File: src/flash_seq_pkg.sv
// Constants, field layouts and state types of the self-programming sequencer.
package flash_seq_pkg;
    localparam logic [7:0]  CTRL_OFFSET    = 8'h00;
    localparam logic [7:0]  CTRL_RESET     = 8'h00;
    localparam int          OP_ENABLE_POS  = 0;
    localparam int          SEC_BUSY_POS   = 6;
    localparam int          INT_ENABLE_POS = 7;
    localparam logic [5:0]  CMD_ERASE      = 6'h03;
    localparam logic [5:0]  CMD_LOAD       = 6'h01;
    localparam logic [5:0]  CMD_WRITE      = 6'h05;
    localparam logic [5:0]  CMD_LOCK       = 6'h09;
    localparam logic [5:0]  CMD_REENABLE   = 6'h11;
    localparam logic [5:0]  CMD_SIG        = 6'h21;
    localparam logic [2:0]  STORE_WINDOW   = 3'h4;
    localparam logic [2:0]  LOAD_LAST_WIN  = 3'h2;
    localparam logic [2:0]  SIG_EXPIRE_WIN = 3'h2;
    localparam logic [2:0]  EXPIRE_WIN     = 3'h1;
    localparam int          PAGE_MSB       = 16;
    localparam int          PAGE_LSB       = 8;
    localparam int          WORD_MSB       = 7;
    localparam int          WORD_LSB       = 1;
    localparam int          WORDS          = 128;
    localparam logic [8:0]  HALTING_SECTION_FIRST_PG  = 9'h1e0;
    localparam logic [16:0] PTR_FUSE_LOW   = 17'h00000;
    localparam logic [16:0] PTR_LOCK       = 17'h00001;
    localparam logic [16:0] PTR_FUSE_EXT   = 17'h00002;
    localparam logic [16:0] PTR_FUSE_HIGH  = 17'h00003;
    localparam logic [16:0] PTR_SIG1       = 17'h00000;
    localparam logic [16:0] PTR_CAL        = 17'h00001;
    localparam logic [16:0] PTR_SIG2       = 17'h00002;
    localparam logic [16:0] PTR_SIG3       = 17'h00004;
    localparam logic [1:0]  LOCK_PAD       = 2'h3;
    localparam logic [4:0]  EXT_PAD        = 5'h1f;

    typedef enum logic [1:0] {
        ST_IDLE  = 2'b00,
        ST_ARMED = 2'b01,
        ST_BUSY  = 2'b10
    } seq_state_t;
endpackage

File: src/page_buf_if.sv
// Interface between the sequencer and its temporary page buffer.
`timescale 1ns/10ps
`default_nettype none
interface page_buf_if;
    logic        wr;
    logic        clr;
    logic [6:0]  wr_idx;
    logic [15:0] wr_data;
    logic [6:0]  rd_idx;
    logic [15:0] rd_data;
    modport ctrl  (output wr, clr, wr_idx, wr_data, rd_idx, input rd_data);
    modport store (input wr, clr, wr_idx, wr_data, rd_idx, output rd_data);
endinterface
`default_nettype wire

File: src/flash_self_program_sequencer.sv
// Self-programming sequencer for the on-chip program flash.
//
// Summary of operation
// - Temporary buffer words may be loaded in any order.
// - Erase pattern then store within four cycles erases the pointer's page.
// - Erase in halting section halts CPU; concurrent section erase does not.
// - Load pattern then store within four cycles fills one buffer word.
// - Buffer clears after page write, on re-enable and on reset.
// - EEPROM write during loading keeps loaded buffer words.
// - Write pattern then store within four cycles programs the page.
// - Page write in halting section halts CPU; the concurrent section is blocked as well.
// - Enabled interrupt stays high while the operation-enable bit is clear.
// - Erase or write blocks concurrent section; busy flag reads one meanwhile.
// - Software re-enables the section; the device then clears the busy flag.
// - Lock pattern then store within four cycles programs zero data bits 5:0.
// - Lock programming keeps all flash readable with no CPU halt.
// - EEPROM write busy blocks self-programming and fuse, lock, signature reads.
// - Armed lock access plus load within three cycles at 0x0001 returns locks.
// - Armed bits self-clear after read or when the load or store window ends.
// - Armed load returns fuse low at 0, high at 3, extended at 2.
// - Programmed fuse and lock bits read zero, unprogrammed read one.
// - Signature read returns bytes at 0, 2, 4 and calibration at 1.
// - Page index is pointer 16:8, word index is pointer 7:1.
// - Pages from 480 upward form the halting section.
`timescale 1ns/10ps
`default_nettype none
module flash_self_program_sequencer
    import flash_seq_pkg::*;
#(
    parameter logic [7:0] SIG_BYTE1 = 8'h11, // Arbitrary value.
    parameter logic [7:0] SIG_BYTE2 = 8'h22, // Arbitrary value.
    parameter logic [7:0] SIG_BYTE3 = 8'h33, // Arbitrary value.
    parameter logic [7:0] CAL_BYTE  = 8'h80
)(
    input  wire logic        CLOCK_I,
    input  wire logic        RST_N_I,
    input  wire logic [7:0]  REG_ADDR_I,
    input  wire logic [7:0]  REG_WDATA_I,
    input  wire logic        REG_WR_I,
    input  wire logic        REG_RD_I,
    output logic      [7:0]  REG_RDATA_O,
    input  wire logic        STORE_I,
    input  wire logic        LOAD_I,
    input  wire logic [16:0] POINTER_I,
    input  wire logic [15:0] DATA_PAIR_I,
    output logic             LOAD_VALID_O,
    output logic      [7:0]  LOAD_DATA_O,
    input  wire logic        EEPROM_WRITE_BUSY_I,
    input  wire logic [7:0]  FUSE_LOW_I,
    input  wire logic [7:0]  FUSE_HIGH_I,
    input  wire logic [2:0]  FUSE_EXT_I,
    input  wire logic [5:0]  LOCK_BITS_I,
    output logic             FLASH_ERASE_O,
    output logic             FLASH_WRITE_O,
    output logic             FLASH_LOCK_O,
    output logic      [8:0]  FLASH_PAGE_O,
    output logic      [5:0]  FLASH_LOCK_DATA_O,
    input  wire logic        FLASH_DONE_I,
    input  wire logic [6:0]  FLASH_BUF_IDX_I,
    output logic      [15:0] FLASH_BUF_DATA_O,
    output logic             CPU_HALT_O,
    output logic             RWW_BLOCK_O,
    output logic             INTR_O
);
    seq_state_t  state_ff;
    logic [5:0]  cmd_ff;
    logic [2:0]  win_ff;
    logic        int_en_ff;
    logic        busy_flag_ff;
    logic [8:0]  page_ff;
    logic [5:0]  lock_data_ff;
    logic        erase_ff;
    logic        write_ff;
    logic        lock_ff;
    logic [7:0]  rdata_ff;
    logic        load_valid_ff;
    logic [7:0]  load_data_ff;
    logic [7:0]  nxt_load_data;
    logic        nxt_load_hit;
    logic        ctrl_wr;
    logic        armed_store;
    logic        armed_load;
    logic        start_op;
    logic        reenable;
    logic        write_done;

    page_buf_if buf_bus ();

    page_word_buffer u_buffer (
        .clk_i   (CLOCK_I),
        .rst_n_i (RST_N_I),
        .buf_io  (buf_bus.store)
    );

    assign ctrl_wr     = REG_WR_I && REG_ADDR_I == CTRL_OFFSET;
    // A store taken while the EEPROM writes is dropped and disarms the bits.
    assign armed_store = state_ff == ST_ARMED && STORE_I
                         && !EEPROM_WRITE_BUSY_I;
    assign armed_load  = state_ff == ST_ARMED && LOAD_I
                         && win_ff >= LOAD_LAST_WIN
                         && !EEPROM_WRITE_BUSY_I
                         && (cmd_ff == CMD_LOCK || cmd_ff == CMD_SIG);
    assign start_op    = armed_store && (cmd_ff == CMD_ERASE
                         || cmd_ff == CMD_WRITE || cmd_ff == CMD_LOCK);
    assign reenable    = armed_store && cmd_ff == CMD_REENABLE;
    assign write_done  = state_ff == ST_BUSY && FLASH_DONE_I
                         && cmd_ff == CMD_WRITE;

    // Arming, timed windows and the operation in flight.
    always_ff @(posedge CLOCK_I or negedge RST_N_I) begin
        if (!RST_N_I) begin
            state_ff <= ST_IDLE;
            cmd_ff   <= CTRL_RESET[5:0];
            win_ff   <= 3'h0;
        end else begin
            unique case (state_ff)
                ST_IDLE: begin
                    if (ctrl_wr && REG_WDATA_I[OP_ENABLE_POS]
                        && !EEPROM_WRITE_BUSY_I) begin
                        cmd_ff   <= REG_WDATA_I[5:0];
                        win_ff   <= STORE_WINDOW;
                        state_ff <= ST_ARMED;
                    end
                end
                ST_ARMED: begin
                    win_ff <= win_ff - 3'h1;
                    if (start_op) begin
                        state_ff <= ST_BUSY;
                    end else if (STORE_I || armed_load
                                 || win_ff == EXPIRE_WIN
                                 || (cmd_ff == CMD_SIG
                                     && win_ff == SIG_EXPIRE_WIN)) begin
                        cmd_ff   <= 6'h00;
                        state_ff <= ST_IDLE;
                    end
                end
                ST_BUSY: begin
                    if (FLASH_DONE_I) begin
                        cmd_ff   <= 6'h00;
                        state_ff <= ST_IDLE;
                    end
                end
                default: begin
                    state_ff <= ST_IDLE;
                    cmd_ff   <= 6'h00;
                end
            endcase
        end
    end

    always_ff @(posedge CLOCK_I or negedge RST_N_I) begin
        if (!RST_N_I) begin
            int_en_ff <= CTRL_RESET[INT_ENABLE_POS];
        end else if (ctrl_wr) begin
            int_en_ff <= REG_WDATA_I[INT_ENABLE_POS];
        end
    end

    // Set by an erase or write start; a re-enable cannot coincide with one.
    always_ff @(posedge CLOCK_I or negedge RST_N_I) begin
        if (!RST_N_I) begin
            busy_flag_ff <= 1'b0;
        end else if (start_op && cmd_ff != CMD_LOCK) begin
            busy_flag_ff <= 1'b1;
        end else if (reenable) begin
            busy_flag_ff <= 1'b0;
        end
    end

    // Start strobes toward the flash array; the page is latched at start.
    always_ff @(posedge CLOCK_I or negedge RST_N_I) begin
        if (!RST_N_I) begin
            erase_ff     <= 1'b0;
            write_ff     <= 1'b0;
            lock_ff      <= 1'b0;
            page_ff      <= 9'h000;
            lock_data_ff <= 6'h3f;
        end else begin
            erase_ff <= start_op && cmd_ff == CMD_ERASE;
            write_ff <= start_op && cmd_ff == CMD_WRITE;
            lock_ff  <= start_op && cmd_ff == CMD_LOCK;
            if (start_op) begin
                page_ff      <= POINTER_I[PAGE_MSB:PAGE_LSB];
                lock_data_ff <= DATA_PAIR_I[5:0];
            end
        end
    end

    assign FLASH_ERASE_O     = erase_ff;
    assign FLASH_WRITE_O     = write_ff;
    assign FLASH_LOCK_O      = lock_ff;
    assign FLASH_PAGE_O      = page_ff;
    assign FLASH_LOCK_DATA_O = lock_data_ff;

    // Only the buffer path and its strobes touch the buffer.
    assign buf_bus.wr      = armed_store && cmd_ff == CMD_LOAD;
    assign buf_bus.wr_idx  = POINTER_I[WORD_MSB:WORD_LSB];
    assign buf_bus.wr_data = DATA_PAIR_I;
    assign buf_bus.clr     = write_done || reenable;
    assign buf_bus.rd_idx  = FLASH_BUF_IDX_I;
    assign FLASH_BUF_DATA_O = buf_bus.rd_data;

    // Halting only for erase or write in the top pages.
    assign CPU_HALT_O  = state_ff == ST_BUSY && cmd_ff != CMD_LOCK
                         && page_ff >= HALTING_SECTION_FIRST_PG;
    assign RWW_BLOCK_O = busy_flag_ff;
    assign INTR_O      = int_en_ff && !cmd_ff[OP_ENABLE_POS];

    // Answers to an armed load; other loads are left to the normal path.
    always_comb begin
        nxt_load_data = 8'hff;
        nxt_load_hit  = armed_load;
        if (cmd_ff == CMD_LOCK) begin
            unique case (POINTER_I)
                PTR_FUSE_LOW:  nxt_load_data = FUSE_LOW_I;
                PTR_LOCK:      nxt_load_data = {LOCK_PAD, LOCK_BITS_I};
                PTR_FUSE_EXT:  nxt_load_data = {EXT_PAD, FUSE_EXT_I};
                PTR_FUSE_HIGH: nxt_load_data = FUSE_HIGH_I;
                default:       nxt_load_hit  = 1'b0;
            endcase
        end else begin
            unique case (POINTER_I)
                PTR_SIG1: nxt_load_data = SIG_BYTE1;
                PTR_CAL:  nxt_load_data = CAL_BYTE;
                PTR_SIG2: nxt_load_data = SIG_BYTE2;
                PTR_SIG3: nxt_load_data = SIG_BYTE3;
                default:  nxt_load_hit  = 1'b0;
            endcase
        end
    end

    always_ff @(posedge CLOCK_I or negedge RST_N_I) begin
        if (!RST_N_I) begin
            load_valid_ff <= 1'b0;
            load_data_ff  <= 8'h00;
        end else begin
            load_valid_ff <= nxt_load_hit;
            if (nxt_load_hit) begin
                load_data_ff <= nxt_load_data;
            end
        end
    end

    assign LOAD_VALID_O = load_valid_ff;
    assign LOAD_DATA_O  = load_data_ff;

    // Register read port; unmapped addresses read zero.
    always_ff @(posedge CLOCK_I or negedge RST_N_I) begin
        if (!RST_N_I) begin
            rdata_ff <= 8'h00;
        end else if (REG_RD_I && REG_ADDR_I == CTRL_OFFSET) begin
            rdata_ff <= {int_en_ff, busy_flag_ff, cmd_ff};
        end else begin
            rdata_ff <= 8'h00;
        end
    end
    assign REG_RDATA_O = rdata_ff;

    // Arming window, start strobes and the EEPROM interlock.
    a_erase_start: assert property (
        @(posedge CLOCK_I) disable iff (!RST_N_I)
        armed_store && cmd_ff == CMD_ERASE
        |=> FLASH_ERASE_O ##1 !FLASH_ERASE_O)
        else $error("erase not started after armed store");
    a_store_window: assert property (
        @(posedge CLOCK_I) disable iff (!RST_N_I)
        state_ff == ST_IDLE && ctrl_wr && REG_WDATA_I[OP_ENABLE_POS]
        && !EEPROM_WRITE_BUSY_I && !STORE_I && !LOAD_I
        ##1 (!STORE_I && !REG_WR_I)[*4]
        |=> state_ff == ST_IDLE)
        else $error("arming did not expire after four cycles");
    a_sig_expire: assert property (
        @(posedge CLOCK_I) disable iff (!RST_N_I)
        state_ff == ST_ARMED && cmd_ff == CMD_SIG
        && win_ff == SIG_EXPIRE_WIN |=> state_ff == ST_IDLE)
        else $error("signature arming did not expire");
    a_load_pulse: assert property (
        @(posedge CLOCK_I) disable iff (!RST_N_I)
        LOAD_VALID_O |=> !LOAD_VALID_O)
        else $error("armed load served twice");
    a_ee_blocks: assert property (
        @(posedge CLOCK_I) disable iff (!RST_N_I)
        state_ff == ST_IDLE && EEPROM_WRITE_BUSY_I |=> state_ff == ST_IDLE)
        else $error("arming accepted during EEPROM write");
    a_ee_no_start: assert property (
        @(posedge CLOCK_I) disable iff (!RST_N_I)
        state_ff == ST_ARMED && EEPROM_WRITE_BUSY_I |=> state_ff != ST_BUSY)
        else $error("operation started during EEPROM write");
    a_page_latch: assert property (
        @(posedge CLOCK_I) disable iff (!RST_N_I)
        start_op |=> FLASH_PAGE_O == $past(POINTER_I[PAGE_MSB:PAGE_LSB]))
        else $error("page index not latched at start");

    // Section busy flag, halting and the interrupt level.
    a_busy_flag_set: assert property (
        @(posedge CLOCK_I) disable iff (!RST_N_I)
        $rose(FLASH_WRITE_O) || $rose(FLASH_ERASE_O) |-> RWW_BLOCK_O)
        else $error("busy flag not set at page erase or write");
    a_busy_hold: assert property (
        @(posedge CLOCK_I) disable iff (!RST_N_I)
        RWW_BLOCK_O && !reenable |=> RWW_BLOCK_O)
        else $error("busy flag dropped without re-enable");
    a_reenable_clear: assert property (
        @(posedge CLOCK_I) disable iff (!RST_N_I)
        reenable |=> !RWW_BLOCK_O)
        else $error("busy flag not cleared by re-enable");
    a_op_enable_hold: assert property (
        @(posedge CLOCK_I) disable iff (!RST_N_I)
        state_ff == ST_BUSY |-> cmd_ff[OP_ENABLE_POS] && !INTR_O)
        else $error("operation enable dropped while busy");
    a_intr_level: assert property (
        @(posedge CLOCK_I) disable iff (!RST_N_I)
        int_en_ff && state_ff == ST_IDLE |-> INTR_O)
        else $error("interrupt not asserted while idle and enabled");
    a_intr_armed: assert property (
        @(posedge CLOCK_I) disable iff (!RST_N_I)
        state_ff == ST_ARMED |-> !INTR_O)
        else $error("interrupt asserted while armed");
    a_halt_section: assert property (
        @(posedge CLOCK_I) disable iff (!RST_N_I)
        CPU_HALT_O |-> page_ff >= HALTING_SECTION_FIRST_PG && cmd_ff != CMD_LOCK)
        else $error("CPU halted outside halting section");
    a_halt_entry: assert property (
        @(posedge CLOCK_I) disable iff (!RST_N_I)
        start_op && cmd_ff != CMD_LOCK
        && POINTER_I[PAGE_MSB:PAGE_LSB] >= HALTING_SECTION_FIRST_PG |=> CPU_HALT_O)
        else $error("CPU not halted for halting section");
    a_lock_no_halt: assert property (
        @(posedge CLOCK_I) disable iff (!RST_N_I)
        FLASH_LOCK_O |-> !CPU_HALT_O)
        else $error("CPU halted during lock programming");

    // Armed reads of the lock bits.
    a_lock_read: assert property (
        @(posedge CLOCK_I) disable iff (!RST_N_I)
        armed_load && cmd_ff == CMD_LOCK && POINTER_I == PTR_LOCK
        |=> LOAD_VALID_O && LOAD_DATA_O == {LOCK_PAD, $past(LOCK_BITS_I)})
        else $error("lock bits not returned");
endmodule
`default_nettype wire

File: src/page_word_buffer.sv
// Temporary page buffer of 128 words held in flip-flops.
`timescale 1ns/10ps
`default_nettype none
module page_word_buffer
    import flash_seq_pkg::*;
(
    input  wire logic  clk_i,
    input  wire logic  rst_n_i,
    page_buf_if.store  buf_io
);
    logic [15:0] word_ff [WORDS];
    logic [15:0] rd_ff;

    // Words are written at any index in any order; clear wins over write.
    for (genvar i = 0; i < WORDS; i++) begin : g_word
        always_ff @(posedge clk_i or negedge rst_n_i) begin
            if (!rst_n_i) begin
                word_ff[i] <= 16'hffff;
            end else if (buf_io.clr) begin
                word_ff[i] <= 16'hffff;
            end else if (buf_io.wr && buf_io.wr_idx == 7'(i)) begin
                word_ff[i] <= buf_io.wr_data;
            end
        end
    end

    always_ff @(posedge clk_i or negedge rst_n_i) begin
        if (!rst_n_i) begin
            rd_ff <= 16'hffff;
        end else begin
            rd_ff <= word_ff[buf_io.rd_idx];
        end
    end
    assign buf_io.rd_data = rd_ff;

    a_clear_erases: assert property (
        @(posedge clk_i) disable iff (!rst_n_i)
        buf_io.clr |=> word_ff[0] == 16'hffff)
        else $error("page buffer not cleared");
endmodule
`default_nettype wire

File: config.mk
export PLATFORM = sky130hd
export DESIGN_NAME = flash_self_program_sequencer
export DESIGN_NICKNAME = d
export VERILOG_FILES = /design/src/flash_seq_pkg.sv /design/src/page_buf_if.sv /design/src/flash_self_program_sequencer.sv /design/src/page_word_buffer.sv
export SDC_FILE = /design/constraint.sdc
export NUM_CORES = 2
export LEC_CHECK = 0
export BUFFER_PORTS_ARGS = -buffer_cell sky130_fd_sc_hd__buf_2
export CORE_MARGIN = 5
export CORE_UTILIZATION = 60
export DETAILED_ROUTE_END_ITERATION = 6
export PLACE_DENSITY_LB_ADDON = 0.05
export SETUP_SLACK_MARGIN = 0.2
export SYNTH_ARGS = -nofsm -noshare
export SYNTH_HDL_FRONTEND = slang
export SYNTH_SLANG_ARGS = --single-unit
File: constraint.sdc
create_clock -name CLOCK_I -period 3.9 [get_ports CLOCK_I]
set_clock_uncertainty 0.1 [all_clocks]
set_input_delay 0.39 -clock CLOCK_I [delete_from_list [all_inputs] [get_ports CLOCK_I]]
set_output_delay 0.39 -clock CLOCK_I [all_outputs]
set_load 0.1 [all_outputs]
Yosys cells after proc, flatten, opt, wreduce, memory -nomap -nowiden. Index checks and enable logic that the tools add are counted. Widths: inputs -> output; s select.

Flip-flop bits (word level): 2112. Bits of input ports: 89.

$add $sub $neg: 1. $lt $le $gt $ge: 3. Eq/ne operators: 147. Muxes and demuxes: 280. Bitwise gates (word level): 1. Reduce and logical (&&, ||, !) cells: 299.

Operator list (number): $mux 16 (258); $eq 7x7->1 const B (64); $reduce_bool 2->1 (130); $eq 7x6->1 const B (32); $logic_and 1x1->1 (151); $bmux 16 s7 (1); $eq 7x5->1 const B (16); $pmux 8 s4 (2); $eq 7x4->1 const B (8); $eq 17x2->1 const B (2); $eq 7x3->1 const B (4); $mux 6 (4); $pmux 6 s3 (1); $eq 17x1->1 const B (1); $eq 17x3->1 const B (1); $logic_not 17->1 (1); $mux 8 (2); $eq 7x2->1 const B (2); $ge 9x9->1 const B (1); $ge 8x8->1 const B (1); $logic_not 8->1 (1); $mux 2 (4); $not 7->8 (1); $reduce_or 4->1 (2); 28 further kinds (41).

Logic depth before layout (Yosys ltp).
Depth after elaboration: 11. Mapped depth: 10. Mapped depth without buffers: 7.

Cells and area by module. From an unflattened synthesis, not the netlist that was laid out.

Cells, all modules: 10362. Area, all modules: 107933.5 um^2.

By module, submodules not included: page_word_buffer (instances 1, cells each 10140, area each 105502.4 um^2, seq. area each 54232.0 um^2); flash_self_program_sequencer (instances 1, cells each 222, area each 2431.1 um^2, seq. area each 1208.7 um^2).

Worst setup path after synthesis. Ideal clock, no wire load.

Path type: reg2out. From: register page_ff[8], in the netlist FLASH_PAGE_O[8]. To: output port CPU_HALT_O. Arrival time: 3.154 ns. Required time: 3.410 ns. Path slack: 0.256 ns. Cell stages (with the launch flop): 3. Cell sequence: dfrtp_1 -> nand4_1 -> nor3_1.

Longest elaborated chain between the ends: 2.

RTL lines: start, declared (RTL line flash_self_program_sequencer.sv:70) `logic [8:0] page_ff;`; start signal, assigned (RTL line flash_self_program_sequencer.sv:183) `page_ff <= POINTER_I[PAGE_MSB:PAGE_LSB];`; $ge 9x9->1 (RTL line flash_self_program_sequencer.sv:205) `&& page_ff >= HALTING_SECTION_FIRST_PG;`; $logic_and 1x1->1 (RTL line flash_self_program_sequencer.sv:205); end, declared (RTL line flash_self_program_sequencer.sv:61) `output logic CPU_HALT_O,`.

No other way between the ends.

Worst setup path after layout.
From: register cmd_ff[1]. To: register u_buffer.word_ff[406] (netlist bit).

Longest elaborated chain between the ends: 4. Elaborated cells on any way between the ends: 10.

RTL lines: start, declared (RTL line flash_self_program_sequencer.sv:66) `logic [5:0] cmd_ff;`; start signal, assigned (RTL line flash_self_program_sequencer.sv:113) `cmd_ff <= CTRL_RESET[5:0];`; start signal, assigned (RTL line flash_self_program_sequencer.sv:120) `cmd_ff <= REG_WDATA_I[5:0];`; $eq 6x3->1 (tied with other cells) (RTL line flash_self_program_sequencer.sv:107) `&& cmd_ff == CMD_WRITE;`; $logic_and 1x1->1, on equally long branches (RTL line flash_self_program_sequencer.sv:107, flash_self_program_sequencer.sv:105, flash_self_program_sequencer.sv:196); $logic_or 1x1->1 / $logic_and 1x1->1 (equally long branches) (RTL line flash_self_program_sequencer.sv:199, page_word_buffer.sv:21); $mux 16 / $reduce_bool 2->1 (equally long branches); end signal, assigned by index (RTL line page_word_buffer.sv:22) `word_ff[i] <= buf_io.wr_data;`; end, declared (RTL line page_word_buffer.sv:11) `logic [15:0] word_ff [WORDS];`.

Several ways; a longest one is shown, not always the timed one. A chain may end at the register's enable or synchronous reset.

==> impl_metrics.json <==
{
  "rows": 152,
  "dieArea_mm2": 0.180,
  "first_pass_iters": 6,
  "wl_per_cell_um": 26.8,
  "grt_pass1_wl_um": 516000,
  "register_area_mm2": 0.0554,
  "place_ws_ns": 0.418,
  "syn_area_per_cell_um2": 9.92,
  "grt.total_usage_pct": 38.0,
  "clock_latency_ns": 0.87,
  "crit_path_end_kind": "register",
  "syn_to_final_growth_pct": 12.9,
  "final_nets": 10426,
  "finalHoldViolCount": 0,
  "synth_largest_area_cell": "dfstp_2",
  "crit_path_start_kind": "register",
  "netlist_instances": 10368,
  "cp.arrival_ns": 4.13,
  "layout_min_cycle_time_ns": 3.50,
  "num_vias": 81722,
  "min_path_type": "input port to register",
  "die_h_um": 424,
  "wl_um": 342000,
  "cp_max_fo": 16,
  "max_clock_freq_mhz": 286,
  "drc": 0,
  "r2r_cells": 6,
  "synth_warnings": 0,
  "tns_ns": 0,
  "ant_nets": 0,
  "cts_num_sinks": 2112,
  "ir_worst_vdd_uv": 452,
  "ios": 143,
  "worst_pin_slew_ns": 1.24,
  "clk_path_buf_depth": 3,
  "reg2reg_slack_ns": 0.40,
  "die_w_um": 424,
  "yosysSeqAreaShare_pct": 53.9,
  "clock-root-buffer": "clkbuf_16",
  "min_path_cells": 3,
  "maxCapViolCount": 0,
  "grt_overflow": 0,
  "syn-num-nets": 10460,
  "slew_headroom_pct": 17.3,
  "status": "finished clean",
  "synth_ff_type": "dfstp_2",
  "core_area_mm2": 0.171,
  "post-route-util_pct": 67.9,
  "multi_input_area_mm2": 0.0440,
  "cts_resized": 0,
  "p_per_area_mw_per_mm2": 512,
  "netlist.area_leader.share_pct": 52.9,
  "ys_top_cells_by_area": "dfstp_2 (53%), nand2_1 (15%), mux4_2 (15%)",
  "first_global_vias": 81183,
  "antenna_found_initial": 26,
  "cts_made_buffers": 220,
  "finalSetupViolations": 0,
  "cts_tree": "done",
  "cp.required_ns": 4.53,
  "cts_max_level": 4,
  "vias_per_cell": 6.41,
  "synthTopCellsByCount": "nand2_1 (4135), nand3_1 (2161), dfstp_2 (2070)",
  "finalMaxSlewViolations": 0,
  "fillers": 12983,
  "grt_max_degree": 184,
  "synth-async-reset-ratio_pct": 100,
  "drt_iter0_drc": 10459,
  "path_clk_slew_ns": 0.06,
  "synth_most_common_cell": "nand2_1",
  "postCtsSetupBuffers": 0,
  "ys_seq_elements": 2112,
  "synth_cell_types": 57,
  "finalWorstSetupSlack_ns": 0.400,
  "synth-edff-count": 0,
  "io_buffers": 141,
  "rsz0062_at_grt": "false",
  "hold_buffers": 56,
  "dp_hpwl_um": 210000,
  "power_leakage_uw": 0.0502,
  "routabilityCongestion": 0.911,
  "min_period_over_period_pct": 89.7,
  "path_class": "register to register",
  "finalPower_uw": 59400,
  "start_util_pct": 60.2,
  "syn_area_mm2": 0.103,
  "drive_above_1_share_pct": 36.6
}
==> state kept, by name (all words and copies together), names as in the netlist, 3 cells and up <==
name                     flops
FLASH_LOCK_DATA_O            6
FLASH_PAGE_O                 9
LOAD_DATA_O                  8
REG_RDATA_O                  8
cmd_ff                       6
u_buffer.buf_io.rd_data     16
u_buffer.word_ff          2048
win_ff                       3
==> layer usage <==
metal / vias to the layer above / global-route usage (%) / part of all wire (%)
met5: - / 0 / 0.032
met4: 18 / 20.2 / 6.1
met3: 974 / 9.69 / 11
met2: 4486 / 56.8 / 45
met1: 41277 / 51.8 / 38
li1: 34967 / - / -
==> cell type report <==
class	instances	share of cell area (%)
diodes	11	0.0237
clock buffers	343	5.87
clock inverters	57	0.677
inverters	18	0.0582
multi-input cells	7288	37.9
flip-flops and latches	2112	47.7
well taps	2233	2.41
repair buffers	694	5.30
==> cells by family (layout without fill, tap and decap cells) <==
group,count (synthesis),after routing,share of synthesized area [%]
fa+ha+maj,3,3,0.0365
simple gates,6534,6534,26.9
compound gates,26,26,0.175
buf+inv,968,1112,3.63
mux,722,722,15.3
other cells,0,11,0
flops,2112,2112,53.9
xor+xnor,3,3,0.0256
==> final timing paths <==
path / from / end
max: cmd_ff[1]$_DFFE_PN0P_ / u_buffer.word_ff[406]$_DFFE_PN1P_
min: DATA_PAIR_I[6] / u_buffer.word_ff[182]$_DFFE_PN1P_
max reg2reg: cmd_ff[1]$_DFFE_PN0P_ / u_buffer.word_ff[406]$_DFFE_PN1P_
min reg2reg: u_buffer.word_ff[644]$_DFFE_PN1P_ / u_buffer.word_ff[644]$_DFFE_PN1P_
max in group asynchronous: RST_N_I / LOAD_DATA_O[6]$_DFFE_PN0P_
min in group asynchronous: RST_N_I / u_buffer.word_ff[1244]$_DFFE_PN1P_
==> where the power goes <==
part           internal [uW]  switching (uW)
Sequential             27200            1760
Combinational           3620            4840
Clock                  13100            8920
==> stage by stage <==
stage,hold WS [ns],cell area [um^2],instances
after global placement,0.289,108000,12289
final,0.0801,116000,12756
after detailed placement,0.285,108000,12289
after floorplan,-0.00559,103000,10368
after CTS,0.0309,116000,12745
after global routing,0.0878,116000,12745
==> layout by cell type, fill, tap and decap left out, types with 3 or more instances in the layout <==
cell type / count
o22ai_1: 4
nor4bb_4: 5
and3_1: 11
mux4_2: 675
clkbuf_16: 227
clkbuf_8: 70
xnor2_1: 3
ha_1: 3
inv_6: 4
buf_12: 81
mux2i_1: 10
nor2_1: 77
dfstp_2: 2070
nor4_1: 6
dfrtp_1: 42
clkinv_2: 28
nor3_2: 52
nor2b_1: 6
buf_6: 17
nand3_1: 2161
o21ai_0: 6
nand2b_1: 5
mux2_2: 35
diode_2: 11
clkinvlp_4: 5
buf_8: 3
buf_2: 120
bufinv_16: 18
buf_4: 417
nand4_1: 18
nand2_1: 4135
clkbuf_1: 46
inv_1: 17
dlygate4sd3_1: 56
and4_1: 3
nor3_1: 9
and2_1: 18
or2_2: 4
==> worst max-delay path, stage by stage, from the launching register on <==
cell and delay [ns]:
dfrtp_1 0.49, or4b_1 0.80, nor4_2 0.62, buf_4 0.30, nand2_1 0.60, nand2_1 0.30, nand3_1 0.14
No activity file was read; power rests on OpenSTA's default activity.
